$ cat src/core/ucs_pkg.sv
// Purpose: shared constants and types for the control endpoint engine
// Assumes: one clock at 250 MHz, active-low asynchronous reset
// Notes:   register word offsets are byte addresses on the plain port
package ucs_pkg;

  // ==========================================================
  // endpoint modes
  // ==========================================================
  localparam logic [3:0] MODE_DISABLED     = 4'h0;
  localparam logic [3:0] MODE_NAK_INOUT    = 4'h1;
  localparam logic [3:0] MODE_STALL_INOUT  = 4'h3;
  localparam logic [3:0] MODE_IGNORE_INOUT = 4'h4;
  localparam logic [3:0] MODE_STATUS_IN    = 4'h6;
  localparam logic [3:0] MODE_NAKOUT_STIN  = 4'hA;
  localparam logic [3:0] MODE_ACKOUT_STIN  = 4'hB;
  localparam logic [3:0] MODE_RESET        = MODE_DISABLED;

  // ==========================================================
  // register map
  // ==========================================================
  localparam logic [7:0] ADDR_MODE   = 8'h00;
  localparam logic [7:0] ADDR_COUNT  = 8'h04;
  localparam logic [7:0] ADDR_STATUS = 8'h08;
  localparam logic [7:0] ADDR_IRQ    = 8'h0C;
  localparam logic [7:0] ADDR_MASK   = 8'h10;
  localparam logic [7:0] ADDR_DATA   = 8'h20;
  localparam logic [7:0] DATA_SPAN   = 8'h0A;

  // mode register layout: [3:0] mode, [4] setup, [5] in, [6] out, [7] ack
  localparam int MODE_SETUP_BIT = 4;
  localparam int MODE_IN_BIT    = 5;
  localparam int MODE_OUT_BIT   = 6;
  localparam int MODE_ACK_BIT   = 7;
  // count register layout: [3:0] count, [6] data valid, [7] toggle
  localparam int CNT_DVAL_BIT   = 6;
  localparam int CNT_TOG_BIT    = 7;

  localparam logic [7:0] MASK_RESET = 8'h00;
  localparam int         MAX_BYTES  = 10;

  // lock window about 1 us
  localparam int CLK_MHZ      = 250;
  localparam int LOCK_NS      = 1000;
  localparam int LOCK_CYCLES  = (LOCK_NS * CLK_MHZ) / 1000;

  // ==========================================================
  // link types
  // ==========================================================
  typedef enum logic [1:0]
  {
    TOK_SETUP = 2'h0,
    TOK_IN    = 2'h1,
    TOK_OUT   = 2'h2
  } ucs_token_t;

  typedef enum logic [2:0]
  {
    RSP_NONE  = 3'h0,
    RSP_ACK   = 3'h1,
    RSP_NAK   = 3'h2,
    RSP_STALL = 3'h3,
    RSP_TX0   = 3'h4
  } ucs_resp_t;

  typedef struct packed
  {
    ucs_token_t token;
    logic [3:0] ep;
  } ucs_tok_t;

  typedef struct packed
  {
    logic [7:0] data;
    logic       last;
  } ucs_byte_t;

  typedef struct packed
  {
    logic       ok;
    logic       toggle;
    logic [4:0] count;
  } ucs_pkt_t;

  // irq bits: [0] endpoint event
  localparam int IRQ_EP_BIT = 0;

endpackage : ucs_pkg

$ cat src/core/ucs_engine.sv
// Purpose: serial interface engine for a low-speed control endpoint 0
// Assumes: a packet decoder in front delivers tokens, bytes and a packet verdict
// Notes:   only endpoint 0 is served; other endpoint numbers are ignored
//
// How it works
// RQ1: setup flag sets when the setup data phase starts
// RQ2: acked transaction locks mode and count writes
// RQ3: only a cpu read after completion unlocks
// RQ4: lock lasts about one microsecond
// RQ5: firmware reads mode first in its handler
// RQ6: good setup stores, flags, goes nak in/out, acks, interrupts
// RQ7: oversize setup updates toggle/valid/count/setup flag, silent, interrupts
// RQ8: bad setup updates toggle/count, clears valid, silent, interrupts
// RQ9: ack-out status-in acks good out, moves to nak-out status-in
// RQ10: nak-out status-in naks good out, sets out flag and interrupts, mode unchanged
// RQ11: status-in-only stalls good out, moves to stall in/out
// RQ12: mode resets disabled, stays until firmware writes
// RQ13: packet good only if ten bytes or fewer, error free
// RQ14: status-in modes answer in with zero-length packet, interrupt
//
// The address map and the strobed register port were chosen for this implementation.
module ucs_engine #(
  parameter int LOCK_CYCLES = ucs_pkg::LOCK_CYCLES,
  parameter int MAX_BYTES   = ucs_pkg::MAX_BYTES
) (
  input  wire logic               CLK,       // clock, 250 MHz
  input  wire logic               RESETN,    // async reset, low
  input  wire logic               TOK_VALID, // token pulse
  input  wire ucs_pkg::ucs_tok_t  TOK,       // token kind and endpoint
  input  wire logic               DAT_START, // data phase start pulse
  input  wire logic               BYTE_VALID,// received byte pulse
  input  wire ucs_pkg::ucs_byte_t RX_BYTE,   // received byte
  input  wire logic               PKT_END,   // data packet end pulse
  input  wire ucs_pkg::ucs_pkt_t  PKT,       // packet verdict at end
  input  wire logic               HS_ACK,    // host ack to our in data
  output ucs_pkg::ucs_resp_t      RESP,      // handshake to send
  output logic                    RESP_VALID,// response pulse
  input  wire logic [7:0]         ADDR,      // register address
  input  wire logic [7:0]         WDATA,     // write data
  input  wire logic               WR,        // write strobe
  input  wire logic               RD,        // read strobe
  output logic [7:0]              RDATA,     // read data
  output logic                    IRQ        // interrupt, high active
);
  // ==========================================================
  // state
  // ==========================================================
  typedef enum logic [2:0]
  {
    ST_IDLE = 3'b001,
    ST_DATA = 3'b010,
    ST_WAIT = 3'b100
  } ucs_st_t;

  ucs_st_t            state;
  ucs_pkg::ucs_token_t cur_tok;
  logic [3:0]          mode;
  logic                f_setup;
  logic                f_in;
  logic                f_out;
  logic                f_ack;
  logic [3:0]          count;
  logic                dval;
  logic                toggle;
  logic [7:0]          buffer [0:9];
  logic [3:0]          wptr;
  logic                locked;
  logic                ack_done;
  logic                ev;
  logic [7:0]          irq_status;
  logic [7:0]          irq_mask;
  logic                ucs_hit_rd;
  logic                rd_stat;

  logic                is_ep0;
  logic                setup_ok;
  logic                out_ok;
  logic                big;
  logic                good;
  logic                stin;
  logic                wr_mode;
  logic                wr_cnt;
  logic [7:0]          next_rdata;

  assign is_ep0   = (TOK.ep == 4'h0);
  // setup accepted only in control modes
  assign setup_ok = !(mode inside {4'h0, 4'h5, 4'h7, 4'h8, 4'h9, 4'hC, 4'hD});
  assign stin     = mode inside {ucs_pkg::MODE_NAKOUT_STIN, ucs_pkg::MODE_ACKOUT_STIN, ucs_pkg::MODE_STATUS_IN};
  assign out_ok   = (mode == ucs_pkg::MODE_ACKOUT_STIN);
  assign big      = (PKT.count > 5'(MAX_BYTES));                 // see RQ13
  assign good     = PKT.ok && !big;                              // see RQ13
  assign wr_mode  = WR && (ADDR == ucs_pkg::ADDR_MODE) && !locked;
  assign wr_cnt   = WR && (ADDR == ucs_pkg::ADDR_COUNT) && !locked;

  // ==========================================================
  // transaction sequencing
  // ==========================================================
  always_ff @(posedge CLK or negedge RESETN)
  begin
    if (!RESETN)
    begin
      state   <= ST_IDLE;
      cur_tok <= ucs_pkg::TOK_SETUP;
    end
    else
    begin
      unique case (state)
        ST_IDLE:
        begin
          if (TOK_VALID && is_ep0 && mode != ucs_pkg::MODE_DISABLED)   // see RQ12
          begin
            cur_tok <= TOK.token;
            if (TOK.token == ucs_pkg::TOK_IN)
              state <= stin ? ST_WAIT : ST_IDLE;
            else
              state <= ST_DATA;
          end
        end
        ST_DATA:
        begin
          if (PKT_END)
            state <= ST_IDLE;
        end
        ST_WAIT:
        begin
          if (HS_ACK || TOK_VALID)
            state <= ST_IDLE;
        end
      endcase
    end
  end

  // ==========================================================
  // responses
  // ==========================================================
  always_ff @(posedge CLK or negedge RESETN)
  begin
    if (!RESETN)
    begin
      RESP       <= ucs_pkg::RSP_NONE;
      RESP_VALID <= 1'b0;
    end
    else
    begin
      RESP_VALID <= 1'b0;
      RESP       <= ucs_pkg::RSP_NONE;
      if (state == ST_IDLE && TOK_VALID && is_ep0 && TOK.token == ucs_pkg::TOK_IN)
      begin
        RESP_VALID <= (mode != ucs_pkg::MODE_DISABLED && mode != ucs_pkg::MODE_IGNORE_INOUT);
        if (mode == ucs_pkg::MODE_NAK_INOUT)
          RESP <= ucs_pkg::RSP_NAK;
        else if (mode == ucs_pkg::MODE_STALL_INOUT)
          RESP <= ucs_pkg::RSP_STALL;
        else if (stin)
          RESP <= ucs_pkg::RSP_TX0;                                   // see RQ14
      end
      else if (state == ST_DATA && PKT_END)
      begin
        if (cur_tok == ucs_pkg::TOK_SETUP && setup_ok && good)
        begin
          RESP       <= ucs_pkg::RSP_ACK;                             // see RQ6
          RESP_VALID <= 1'b1;
        end
        else if (cur_tok == ucs_pkg::TOK_OUT && (PKT.ok || mode == ucs_pkg::MODE_NAK_INOUT ||
                 mode == ucs_pkg::MODE_STALL_INOUT))
        begin
          RESP_VALID <= 1'b1;
          if (mode == ucs_pkg::MODE_NAK_INOUT)
            RESP <= ucs_pkg::RSP_NAK;
          else if (mode == ucs_pkg::MODE_STALL_INOUT)
            RESP <= ucs_pkg::RSP_STALL;
          else if (big || mode == ucs_pkg::MODE_IGNORE_INOUT || mode == ucs_pkg::MODE_DISABLED)
            RESP_VALID <= 1'b0;                                       // see RQ13
          else if (out_ok)
            RESP <= ucs_pkg::RSP_ACK;                                 // see RQ9
          else if (mode == ucs_pkg::MODE_NAKOUT_STIN)
            RESP <= ucs_pkg::RSP_NAK;                                 // see RQ10
          else if (mode == ucs_pkg::MODE_STATUS_IN)
            RESP <= ucs_pkg::RSP_STALL;                               // see RQ11
          else
            RESP_VALID <= 1'b0;
        end
      end
    end
  end

  // ==========================================================
  // mode and pid flags
  // ==========================================================
  always_ff @(posedge CLK or negedge RESETN)
  begin
    if (!RESETN)
    begin
      mode    <= ucs_pkg::MODE_RESET;                                 // see RQ12
      f_setup <= 1'b0;
      f_in    <= 1'b0;
      f_out   <= 1'b0;
      f_ack   <= 1'b0;
    end
    else
    begin
      if (wr_mode)
      begin
        mode    <= WDATA[3:0];
        f_setup <= WDATA[ucs_pkg::MODE_SETUP_BIT];
        f_in    <= WDATA[ucs_pkg::MODE_IN_BIT];
        f_out   <= WDATA[ucs_pkg::MODE_OUT_BIT];
        f_ack   <= WDATA[ucs_pkg::MODE_ACK_BIT];
      end
      if (state == ST_DATA && DAT_START && cur_tok == ucs_pkg::TOK_SETUP && setup_ok)
        f_setup <= 1'b1;                                              // see RQ1
      if (state == ST_IDLE && TOK_VALID && is_ep0 && TOK.token == ucs_pkg::TOK_IN &&
          mode != ucs_pkg::MODE_DISABLED && mode != ucs_pkg::MODE_IGNORE_INOUT)
        f_in <= 1'b1;                                                 // see RQ14
      if (state == ST_WAIT && HS_ACK)
        f_ack <= 1'b1;
      if (state == ST_DATA && PKT_END)
      begin
        if (cur_tok == ucs_pkg::TOK_SETUP && setup_ok && good)
        begin
          f_ack <= 1'b1;
          mode  <= ucs_pkg::MODE_NAK_INOUT;                           // see RQ6
        end
        else if (cur_tok == ucs_pkg::TOK_OUT)
        begin
          if (ev)
            f_out <= 1'b1;                                            // see RQ9 RQ10
          if (mode == ucs_pkg::MODE_ACKOUT_STIN && good)
          begin
            f_ack <= 1'b1;
            mode  <= ucs_pkg::MODE_NAKOUT_STIN;                       // see RQ9
          end
          else if (mode == ucs_pkg::MODE_STATUS_IN && good)
            mode <= ucs_pkg::MODE_STALL_INOUT;                        // see RQ11
        end
      end
    end
  end

  // ==========================================================
  // buffer, count, toggle, valid
  // ==========================================================
  logic store;
  assign store = (cur_tok == ucs_pkg::TOK_SETUP && setup_ok) || (cur_tok == ucs_pkg::TOK_OUT && out_ok);

  always_ff @(posedge CLK or negedge RESETN)
  begin
    if (!RESETN)
      wptr <= 4'h0;
    else if (state == ST_DATA && DAT_START)
      wptr <= 4'h0;
    else if (state == ST_DATA && BYTE_VALID && store && wptr != 4'(MAX_BYTES))
      wptr <= wptr + 4'h1;
  end

  // oversize packets overwrite the tail entry; buffer holds junk then
  always_ff @(posedge CLK)
  begin
    if (state == ST_DATA && BYTE_VALID && store)
      buffer[(wptr == 4'(MAX_BYTES)) ? 4'(MAX_BYTES - 1) : wptr] <= RX_BYTE.data;   // see RQ7
  end

  always_ff @(posedge CLK or negedge RESETN)
  begin
    if (!RESETN)
    begin
      count  <= 4'h0;
      dval   <= 1'b0;
      toggle <= 1'b0;
    end
    else if (state == ST_DATA && PKT_END && store)
    begin
      count  <= big ? 4'hF : PKT.count[3:0];                          // see RQ7
      toggle <= PKT.toggle;                                           // see RQ8
      dval   <= PKT.ok;                                               // see RQ8
    end
    else if (wr_cnt)
    begin
      count  <= WDATA[3:0];
      dval   <= WDATA[ucs_pkg::CNT_DVAL_BIT];
      toggle <= WDATA[ucs_pkg::CNT_TOG_BIT];
    end
  end

  // ==========================================================
  // events and lock
  // ==========================================================
  always_comb
  begin
    ev       = 1'b0;
    ack_done = 1'b0;
    if (state == ST_DATA && PKT_END)
    begin
      if (cur_tok == ucs_pkg::TOK_SETUP && setup_ok)
        ev = 1'b1;                                                    // see RQ8
      else if (cur_tok == ucs_pkg::TOK_OUT)
        ev = (mode inside {ucs_pkg::MODE_NAK_INOUT, ucs_pkg::MODE_STALL_INOUT}) || out_ok ||
             (good && (mode inside {ucs_pkg::MODE_NAKOUT_STIN, ucs_pkg::MODE_STATUS_IN}));
      ack_done = store && good;
    end
    else if (state == ST_IDLE && TOK_VALID && is_ep0 && TOK.token == ucs_pkg::TOK_IN)
      ev = mode != ucs_pkg::MODE_DISABLED && mode != ucs_pkg::MODE_IGNORE_INOUT;   // see RQ14
    else if (state == ST_WAIT && HS_ACK)
      ack_done = 1'b1;                                                // see RQ2
  end

  assign ucs_hit_rd = RD && (ADDR == ucs_pkg::ADDR_MODE || ADDR == ucs_pkg::ADDR_COUNT);
  assign rd_stat    = RD && (ADDR == ucs_pkg::ADDR_IRQ);

  ucs_lock #(.LOCK_CYCLES(LOCK_CYCLES)) u_lock (
    .clk      (CLK),
    .rst_n    (RESETN),
    .ack_done (ack_done),
    .rd_hit   (ucs_hit_rd),
    .locked   (locked)
  );

  ucs_irq #(.W(8)) u_irq (
    .clk     (CLK),
    .rst_n   (RESETN),
    .set     ({7'h00, ev}),
    .rd_clr  (rd_stat),
    .mask_we (WR && ADDR == ucs_pkg::ADDR_MASK),
    .mask_d  (WDATA),
    .status  (irq_status),
    .mask    (irq_mask),
    .irq     (IRQ)
  );

  // ==========================================================
  // register read
  // ==========================================================
  always_comb
  begin
    next_rdata = 8'h00;
    if (ADDR == ucs_pkg::ADDR_MODE)
      next_rdata = {f_ack, f_out, f_in, f_setup, mode};               // see RQ5
    else if (ADDR == ucs_pkg::ADDR_COUNT)
      next_rdata = {toggle, dval, 2'b00, count};
    else if (ADDR == ucs_pkg::ADDR_STATUS)
      next_rdata = {6'h00, (state == ST_WAIT), locked};
    else if (ADDR == ucs_pkg::ADDR_IRQ)
      next_rdata = irq_status;
    else if (ADDR == ucs_pkg::ADDR_MASK)
      next_rdata = irq_mask;
    else if (ADDR >= ucs_pkg::ADDR_DATA && ADDR < ucs_pkg::ADDR_DATA + ucs_pkg::DATA_SPAN)
      next_rdata = buffer[4'(ADDR - ucs_pkg::ADDR_DATA)];
  end

  always_ff @(posedge CLK or negedge RESETN)
  begin
    if (!RESETN)
      RDATA <= 8'h00;
    else
      RDATA <= RD ? next_rdata : 8'h00;
  end
endmodule : ucs_engine

$ cat src/core/ucs_lock.sv
// Purpose: write interlock on mode and count registers
// Assumes: ack_done is a one-cycle pulse at end of an acked transaction
// Notes:   a mode or count read after the window unlocks; reads during the window do not
module ucs_lock #(
  parameter int LOCK_CYCLES = ucs_pkg::LOCK_CYCLES
) (
  input  wire logic clk,      // clock
  input  wire logic rst_n,    // async reset, low
  input  wire logic ack_done, // acked transaction finished
  input  wire logic rd_hit,   // cpu read of mode or count
  output logic      locked    // writes refused
);
  logic [9:0] hold;

  always_ff @(posedge clk or negedge rst_n)
  begin
    if (!rst_n)
      locked <= 1'b0;
    else if (ack_done)
      locked <= 1'b1;                                    // see RQ2
    else if (rd_hit && hold == 10'h000)
      locked <= 1'b0;                                    // see RQ3
  end

  // reads inside the settle window keep the lock, so firmware sees final state
  always_ff @(posedge clk or negedge rst_n)
  begin
    if (!rst_n)
      hold <= 10'h000;
    else if (ack_done)
      hold <= 10'(LOCK_CYCLES);                          // see RQ4
    else if (hold != 10'h000)
      hold <= hold - 10'h001;
  end
endmodule : ucs_lock

$ cat src/core/ucs_irq.sv
// Purpose: sticky status and mask gating onto one interrupt line
// Assumes: read of status clears it; set wins over clear
// Notes:   width parameterised
module ucs_irq #(
  parameter int W = 8
) (
  input  wire logic         clk,     // clock
  input  wire logic         rst_n,   // async reset, low
  input  wire logic [W-1:0] set,     // event pulses
  input  wire logic         rd_clr,  // status read
  input  wire logic         mask_we, // mask write
  input  wire logic [W-1:0] mask_d,  // mask data
  output logic [W-1:0]      status,  // sticky bits
  output logic [W-1:0]      mask,    // mask
  output logic              irq      // level interrupt
);
  genvar i;
  generate
    for (i = 0; i < W; i++)
    begin : g_bit
      always_ff @(posedge clk or negedge rst_n)
      begin
        if (!rst_n)
          status[i] <= 1'b0;
        else if (set[i])
          status[i] <= 1'b1;
        else if (rd_clr)
          status[i] <= 1'b0;
      end
    end
  endgenerate

  always_ff @(posedge clk or negedge rst_n)
  begin
    if (!rst_n)
      mask <= W'(ucs_pkg::MASK_RESET);
    else if (mask_we)
      mask <= mask_d;
  end

  assign irq = |(status & mask);
endmodule : ucs_irq

$ cat config.mk
export PLATFORM = sky130hd
export DESIGN_NAME = ucs_engine
export DESIGN_NICKNAME = d
export VERILOG_FILES = /design/src/core/ucs_pkg.sv /design/src/core/ucs_engine.sv /design/src/core/ucs_lock.sv /design/src/core/ucs_irq.sv
export SDC_FILE = /design/constraint.sdc
export NUM_CORES = 1
export LEC_CHECK = 0
export ABC_CLOCK_PERIOD_IN_PS = 4300
export BUFFER_PORTS_ARGS = -buffer_cell sky130_fd_sc_hd__buf_2
export CAP_MARGIN = 40
export CELL_PAD_IN_SITES_DETAIL_PLACEMENT = 1
export CELL_PAD_IN_SITES_GLOBAL_PLACEMENT = 1
export CORE_MARGIN = 10
export CORE_UTILIZATION = 53
export CTS_CLUSTER_SIZE = 20
export DETAILED_ROUTE_END_ITERATION = 7
export MAX_ROUTING_LAYER = met4
export PLACE_DENSITY = 0.86
export SETUP_SLACK_MARGIN = 0.3
export SLEW_MARGIN = 20
export SYNTH_ARGS = -nofsm -noshare
export SYNTH_HDL_FRONTEND = slang
export SYNTH_HIERARCHICAL = 1
export SYNTH_SLANG_ARGS = --single-unit
$ cat constraint.sdc
create_clock -name CLK -period 4.3 [get_ports CLK]
set_input_delay 0.86 -clock CLK [delete_from_list [all_inputs] [get_ports CLK]]
set_output_delay 0.86 -clock CLK [all_outputs]
set_load 0.05 [all_outputs]
==> results.cfg, run 1 <==
[timing]
clock_skew_ps = 10.4
timing_worst_slew_pin_value_ps = 848
grt_setup_unrepaired = false
worst_slew_margin_rel = 0.432
finalWorstSetupSlack_ps = 1330
time_the_worst_path_needs_with_i_o_delays_and_setup_ps = 2970
finalSetupViolCount = 0
slew_violations = 0
finalHoldViolCount = 0
max_freq_mhz = 337
finalHoldWorstSlack_ps = 433
setup_tns_ps = 0
min_period_over_period = 0.691

[setup_path]
setup.reg_to_reg.worst_slack_ps = 1330
setup.worst_path.end_class = flop
ff2ff_path_depth = 6
critical_path.max_fanout = 17
r2r_end = buffer[7][4]$_DFFE_PP_
path_class = flop to flop
startpoint_type = flop
required_ps = 4350
crit_arrival_ps = 3030
critical_path.reg2reg.startpoint = mode[3]$_DFF_PN0_

[worst_hold_path]
hold_class = input pin to async pin

[cts]
ctsHoldBuffers = 0
ctsResizeCount = 0
postCtsSetupBuffers = 0
path_clk_slew_ps = 60
max_h_tree_level = 4
insertion_delay_ps = 430
num_cts_buffers = 17
cts-root-buf = sky130_fd_sc_hd__clkbuf_16
tritoncts = yes
clk_sink_count = 142
cts-root-to-sink-buffers = 2

[die]
fp.dieW_um = 134
initial_utilization = 0.543
fp-row-count = 41
core-area_mm2 = 0.0127
io_pins = 60
floorplan.die.height_um = 134
die_footprint_mm2 = 0.0179

[layout]
most-common-layout-cells = sky130_fd_sc_hd__edfxtp_1 (80), sky130_fd_sc_hd__dfrtp_1 (61), sky130_fd_sc_hd__buf_2 (58)
final_common_cell = sky130_fd_sc_hd__edfxtp_1
antenna_cells_inserted = 0
finalCoreUtilization = 0.626
drive_above_1_share = 0.228
areaGrowthSynthToFinish_pct = 15.3
post_layout_nets = 661

[grt]
number_of_antenna_violations_at_the_first_check_in_global_routing = 0
overflow = 0
vias_in_the_first_global_route = 5356
aggregate_global_route_resource_usage = 0.234
first_pass_grt_wire_length_mm = 31.3
grt_start_max_net_pins = 39

[placement]
preCtsSetupSlack_ps = 1280
place.gp.congestion = 0.904
dpl.hpwl_mm = 12.9
io_buffer_count = 58

[synthesis]
synth_area_mm2 = 0.00688
ys_seq_elements = 142
netlist-cell-type-count = 68
syn-instance-count = 542
synthesis.yosys.warnings = 6
synth_edf_count = 80
async_reset_ff_frac = 0.437
synthesis.area_per_instance_um2 = 12.7
synth_flop_cell = sky130_fd_sc_hd__edfxtp_1
synth_seq_area_share = 0.575

[power_and_ir_drop]
internal_cell_power_mw = 2.80
power_density_mw_per_mm2 = 495
p_seq_frac = 0.439
power.switching_mw = 1.13
vdd.ir_drop.worst_mv = 0.321
post-layout-total-power_mw = 3.93
pwr-share-clk = 0.396
power_switching_share = 0.286
power_frac_comb = 0.165
p_leak_nw = 3.18

[routing]
vias = 5006
drt_iter0_drc = 465
drt_wl_total_mm = 19.9
detail_route.wl_per_cell_um = 25.1
drc = 0
drt_first_pass_iters = 5
antenna_violating_nets_post_route = 0
detail_route.vias_per_cell = 6.30

[run_status]
outcome = complete, no violations

[flow_run]
max_cap_viol_count = 0
[synthesized netlist by cell type (2+ instances only)]
cell type / count / share of area
sky130_fd_sc_hd__edfxtp_1: 80 / 0.35
sky130_fd_sc_hd__dfrtp_1: 61 / 0.22
sky130_fd_sc_hd__nor2_1: 49 / 0.027
sky130_fd_sc_hd__mux2i_1: 41 / 0.060
sky130_fd_sc_hd__nand2_1: 30 / 0.016
sky130_fd_sc_hd__a21oi_1: 24 / 0.017
sky130_fd_sc_hd__o21ai_0: 22 / 0.016
sky130_fd_sc_hd__inv_1: 19 / 0.010
sky130_fd_sc_hd__a21o_1: 14 / 0.015
sky130_fd_sc_hd__mux4_2: 13 / 0.043
sky130_fd_sc_hd__nand2b_1: 11 / 0.010
sky130_fd_sc_hd__clkbuf_1: 10 / 0.0055
sky130_fd_sc_hd__nor3_1: 10 / 0.0073
sky130_fd_sc_hd__and3_1: 9 / 0.0082
sky130_fd_sc_hd__mux2_4: 8 / 0.017
sky130_fd_sc_hd__nand3_1: 8 / 0.0058
sky130_fd_sc_hd__nand4_1: 8 / 0.0073
sky130_fd_sc_hd__o211ai_1: 8 / 0.0087
sky130_fd_sc_hd__o22ai_1: 8 / 0.0073
sky130_fd_sc_hd__buf_2: 7 / 0.0051
sky130_fd_sc_hd__buf_6: 7 / 0.011
sky130_fd_sc_hd__nor2b_1: 7 / 0.0064
sky130_fd_sc_hd__a22oi_1: 6 / 0.0065
sky130_fd_sc_hd__and2_1: 6 / 0.0055
sky130_fd_sc_hd__o31ai_1: 6 / 0.0065
sky130_fd_sc_hd__a31oi_1: 5 / 0.0045
sky130_fd_sc_hd__ha_1: 5 / 0.0091
sky130_fd_sc_hd__mux2_2: 5 / 0.0082
sky130_fd_sc_hd__xnor2_1: 4 / 0.0051
sky130_fd_sc_hd__a211o_1: 2 / 0.0025
sky130_fd_sc_hd__a221oi_1: 2 / 0.0025
sky130_fd_sc_hd__nand3_4: 2 / 0.0051
sky130_fd_sc_hd__nand3b_1: 2 / 0.0022
sky130_fd_sc_hd__nor3_2: 2 / 0.0029
sky130_fd_sc_hd__nor3b_1: 2 / 0.0022
sky130_fd_sc_hd__nor3b_2: 2 / 0.0036
sky130_fd_sc_hd__nor4_1: 2 / 0.0018
sky130_fd_sc_hd__o311ai_1: 2 / 0.0025
sky130_fd_sc_hd__o32a_1: 2 / 0.0029
sky130_fd_sc_hd__or2_2: 2 / 0.0018
sky130_fd_sc_hd__or3_4: 2 / 0.0033
[per-stage QoR]
step / cells / instance area (µm²)
final: 794 / 7940
after global routing: 794 / 7940
after CTS: 786 / 7880
after detailed placement: 754 / 7260
after global placement: 754 / 7260
after floorplan: 548 / 6910
[registers in the layout, indices dropped and copies added, names as in the netlist, 2 cells and up]
| register | flops |
|---|---|
| buffer | 80 |
| u_lock/hold | 10 |
| RDATA | 8 |
| u_irq/mask | 8 |
| u_irq/status | 8 |
| count | 4 |
| mode | 4 |
| wptr | 4 |
| RESP | 3 |
| state | 3 |
| cur_tok | 2 |
[layout make-up]
class                      count  area (µm²)
clock inverter                11         166
multi-input combinational    362        2720
timing repair buffer          67         358
inverter                      19        71.3
fill                        1282        4730
tap                          172         215
sequential                   142        3960
clock buffer                  21         450
[metal layers]
| layer | GRT usage | up-vias | share of wire |
|---|---|---|---|
| li1 | - | 2173 | - |
| met1 | 0.287 | 2551 | 0.42 |
| met2 | 0.368 | 232 | 0.49 |
| met3 | 0.0545 | 50 | 0.063 |
| met4 | 0.0973 | 0 | 0.030 |
| met5 | - | - | 0 |
[power groups by stage]
stage | clock [mW] | sequential [mW] | combinational [mW]
final | 1.55 | 1.72 | 0.649
after global routing | 1.62 | 1.74 | 0.715
after CTS | 1.57 | 1.72 | 0.640
after detailed placement | 0 | 1.74 | 0.612
after global placement | 0 | 1.72 | 0.567
after floorplan | 0 | 1.68 | 0.460
[worst max-delay path: stages, from the launching register on]
cell                      delay, ps
sky130_fd_sc_hd__dfrtp_1        610
sky130_fd_sc_hd__nor2_1         300
sky130_fd_sc_hd__a21oi_1        140
sky130_fd_sc_hd__o22ai_4        280
sky130_fd_sc_hd__nand4_1        190
sky130_fd_sc_hd__or3_4          400
sky130_fd_sc_hd__nor2_1         660
[worst max path at each step]
stage	cells past startpoint	slack, ps	end	start
6_report	6	1330	buffer[7][4]$_DFFE_PP_	mode[3]$_DFF_PN0_
5_1_grt	6	1180	buffer[7][4]$_DFFE_PP_	mode[3]$_DFF_PN0_
4_1_cts	6	1220	buffer[0][2]$_DFFE_PP_	mode[3]$_DFF_PN0_
3_5_place_dp	6	1280	buffer[0][1]$_DFFE_PP_	mode[3]$_DFF_PN0_
3_3_place_gp	6	1380	u_irq/mask[2]$_DFFE_PN0P_	ADDR[0]
2_1_floorplan	6	2050	u_irq/mask[0]$_DFFE_PN0P_	ADDR[3]
[logic make-up after synthesis]
logic type / share of synthesized area
AND/OR/NAND/NOR: 0.140
XOR/XNOR: 0.00509
other: 0.000545
adder cells (fa/ha/maj): 0.00909
multiplexers: 0.128
buffers and inverters: 0.0334
AO/OA/AOI/OAI: 0.110
flip-flops: 0.575
Note: power is estimated with default switching activity, not from simulation.
==> run 2, diff against run 1 <==
Settings changed: ABC_CLOCK_PERIOD_IN_PS 4300 to 2800, CORE_UTILIZATION 53 to 49, PLACE_DENSITY 0.86 to 0.81.
Clock period 4.3 ns to 2.8 ns, I/O delays scaled along.
==> run 2 against run 1 <==
Clock power up 61%. Fmax up 26%. Clock skew down 1.6 ps. Worst setup slack worse by 880 ps. Clock-buffer cell count down 4. Combinational power up 56%. Worst hold slack worse by 360 ps. Sequential power up 52%. Sequential share of layout area down 0.95 points. Largest power group unchanged. Non-clock buffer count up 13.
==> results.cfg, run 2 (synthesized netlist as in run 1, its figures left out) <==
[routing]
dr_wl_met3_mm = 1.07
route.top_layer_used = met4
drc = 0
detail_route.wl_per_cell_um = 23.7
drt_iter0_drc = 476
route.met2.wl_mm = 9.70
detail_route.wirelength.met1_mm = 8.07
antenna_violating_nets_post_route = 0
detail_route.vias_per_cell = 6.03
drt_first_pass_iters = 5
drt_wl_total_mm = 19.3
vias = 4915

[cts]
tritoncts = yes
path_clk_slew_ps = 60
cts-root-buf = sky130_fd_sc_hd__clkbuf_16
max_h_tree_level = 4
ctsHoldBuffers = 0
insertion_delay_ps = 430
num_cts_buffers = 17
clk_sink_count = 142
postCtsSetupBuffers = 0
cts-root-to-sink-buffers = 2

[timing]
finalHoldWorstSlack_ps = 74.7
grt_setup_unrepaired = false
slew_violations = 0
time_the_worst_path_needs_with_i_o_delays_and_setup_ps = 2350
max_freq_mhz = 425
min_period_over_period = 0.840
worst_slew_margin_rel = 0.575
clock_skew_ps = 8.79
finalSetupViolCount = 0
finalHoldViolCount = 0
setup_tns_ps = 0
timing_worst_slew_pin_value_ps = 633

[layout]
areaGrowthSynthToFinish_pct = 17.6
antenna_cells_inserted = 0
fillerInstances = 1409
max_flop_register = buffer
most-common-layout-cells = sky130_fd_sc_hd__edfxtp_1 (80), sky130_fd_sc_hd__dfrtp_1 (60), sky130_fd_sc_hd__buf_2 (58)
final_common_cell = sky130_fd_sc_hd__edfxtp_1
final-instance-count-excl-fill = 815
post_layout_nets = 674
flip_flop_count_of_the_largest_register_all_copies_and_words_added = 80
biggestRegsByFlops = buffer: 80 flops, u_lock/hold: 10 flops
drive_above_1_share = 0.249

[die]
fp-row-count = 43
io_pins = 60
die_footprint_mm2 = 0.0192
floorplan.die.height_um = 139
fp.dieW_um = 139
initial_utilization = 0.498
core-area_mm2 = 0.0138

[setup_path]
setup.reg_to_reg.worst_slack_ps = 450
cpLargestDelayFamily = simple AND/OR/NAND/NOR gates
startpoint = mode[0]$_DFF_PN0_
critical_path.reg2reg.startpoint = mode[0]$_DFF_PN0_
startpoint_type = flop
ff2ff_path_depth = 7
setup.worst_path.end_class = flop
timing.critical_path.slowest_stage_cell = sky130_fd_sc_hd__dfrtp_1
crit_arrival_ps = 2480
r2r_end = buffer[1][2]$_DFFE_PP_
required_ps = 2930
path_class = flop to flop
critical_path.max_fanout = 8
crit_buf_inv = 1
cell_chain_of_the_critical_path = nor3b_4 > a21oi_2 > o22ai_4 > nand4_1 > or3_4 > nor2_1 > buf_4
worst_path_largest_cell_delay_ps = 490

[power_and_ir_drop]
p_leak_nw = 3.27
vdd.ir_drop.worst_mv = 0.430
power_density_mw_per_mm2 = 756
post-layout-total-power_mw = 6.12

[flow_run]
max_cap_viol_count = 0

[placement]
io_buffer_count = 58
place.gp.congestion = 0.868
dpl.hpwl_mm = 12.9
placed_cells = 782

[grt]
vias_in_the_first_global_route = 5372
grt_start_max_net_pins = 63
number_of_antenna_violations_at_the_first_check_in_global_routing = 0
first_pass_grt_wire_length_mm = 30.5
aggregate_global_route_resource_usage = 0.208
overflow = 0

[run_status]
outcome = complete, no violations

[worst_hold_path]
hold_class = input pin to async pin
-- run 2: cell types whose count changed in the layout (fill, tap and decap cells not counted), moves of 2 or more --
cell | before | now
sky130_fd_sc_hd__clkbuf_1 | 3 | 0
sky130_fd_sc_hd__buf_4 | 9 | 21
sky130_fd_sc_hd__clkinv_1 | 0 | 2
sky130_fd_sc_hd__clkinv_4 | 1 | 3
-- run 2: worst max path at each step --
| stage | endpoint | slack [ps] | depth (start not counted) |
|---|---|---|---|
| 2_1_floorplan | buffer[5][0]$_DFFE_PP_ | 570 | 7 |
| 3_3_place_gp | mode[3]$_DFF_PN0_ | 360 | 6 |
| 3_5_place_dp | mode[2]$_DFF_PN0_ | 290 | 6 |
| 4_1_cts | buffer[8][3]$_DFFE_PP_ | 340 | 6 |
| 5_1_grt | buffer[4][3]$_DFFE_PP_ | 330 | 7 |
| 6_report | buffer[1][2]$_DFFE_PP_ | 450 | 7 |
-- run 2: area by class of cell --
cell class              count  area, µm²  area share
flip-flops and latches    142       3960       0.489
clock buffers              17        425      0.0526
inverters                  19       71.3     0.00881
multi-input cells         362       2720       0.336
well taps                 180        225      0.0278
clock inverters            15        218      0.0269
repair buffers             80        475      0.0588
-- run 2: where the power goes --
| part | total, mW | internal (mW) | switching (mW) |
|---|---|---|---|
| combinational | 1.01 | 0.415 | 0.593 |
| sequential | 2.62 | 2.40 | 0.222 |
| clock | 2.49 | 1.58 | 0.917 |
-- run 2: worst register-to-register path, cell delays in order (launching register included) --
cell and delay (ps):
sky130_fd_sc_hd__dfrtp_1 490, sky130_fd_sc_hd__nor3b_4 300, sky130_fd_sc_hd__a21oi_2 80, sky130_fd_sc_hd__o22ai_4 250, sky130_fd_sc_hd__nand4_1 180, sky130_fd_sc_hd__or3_4 390
sky130_fd_sc_hd__nor2_1 150, sky130_fd_sc_hd__buf_4 220
-- run 2: layer usage --
| layer | track usage | vias up |
|---|---|---|
| li1 | - | 2199 |
| met2 | 0.337 | 193 |
| met4 | 0.0821 | 0 |
| met1 | 0.249 | 2488 |
| met5 | - | - |
| met3 | 0.0452 | 35 |
-- run 2: through the flow --
| stage | worst slack, ps | area [µm²] | util |
|---|---|---|---|
| finish | 447 | 8090 | 0.585 |
| detailed placement | 293 | 7420 | 0.537 |
| floorplan | 565 | 6910 | - |
| global placement | 360 | 7420 | 0.537 |
| global route | 325 | 8090 | 0.585 |
| CTS | 341 | 8060 | 0.583 |
-- run 2: timing repair --
item                                   4_1_cts  5_1_grt
resized for setup                            0        2
endpoints found under the hold margin        0        0
setup endpoints to repair                    0       39
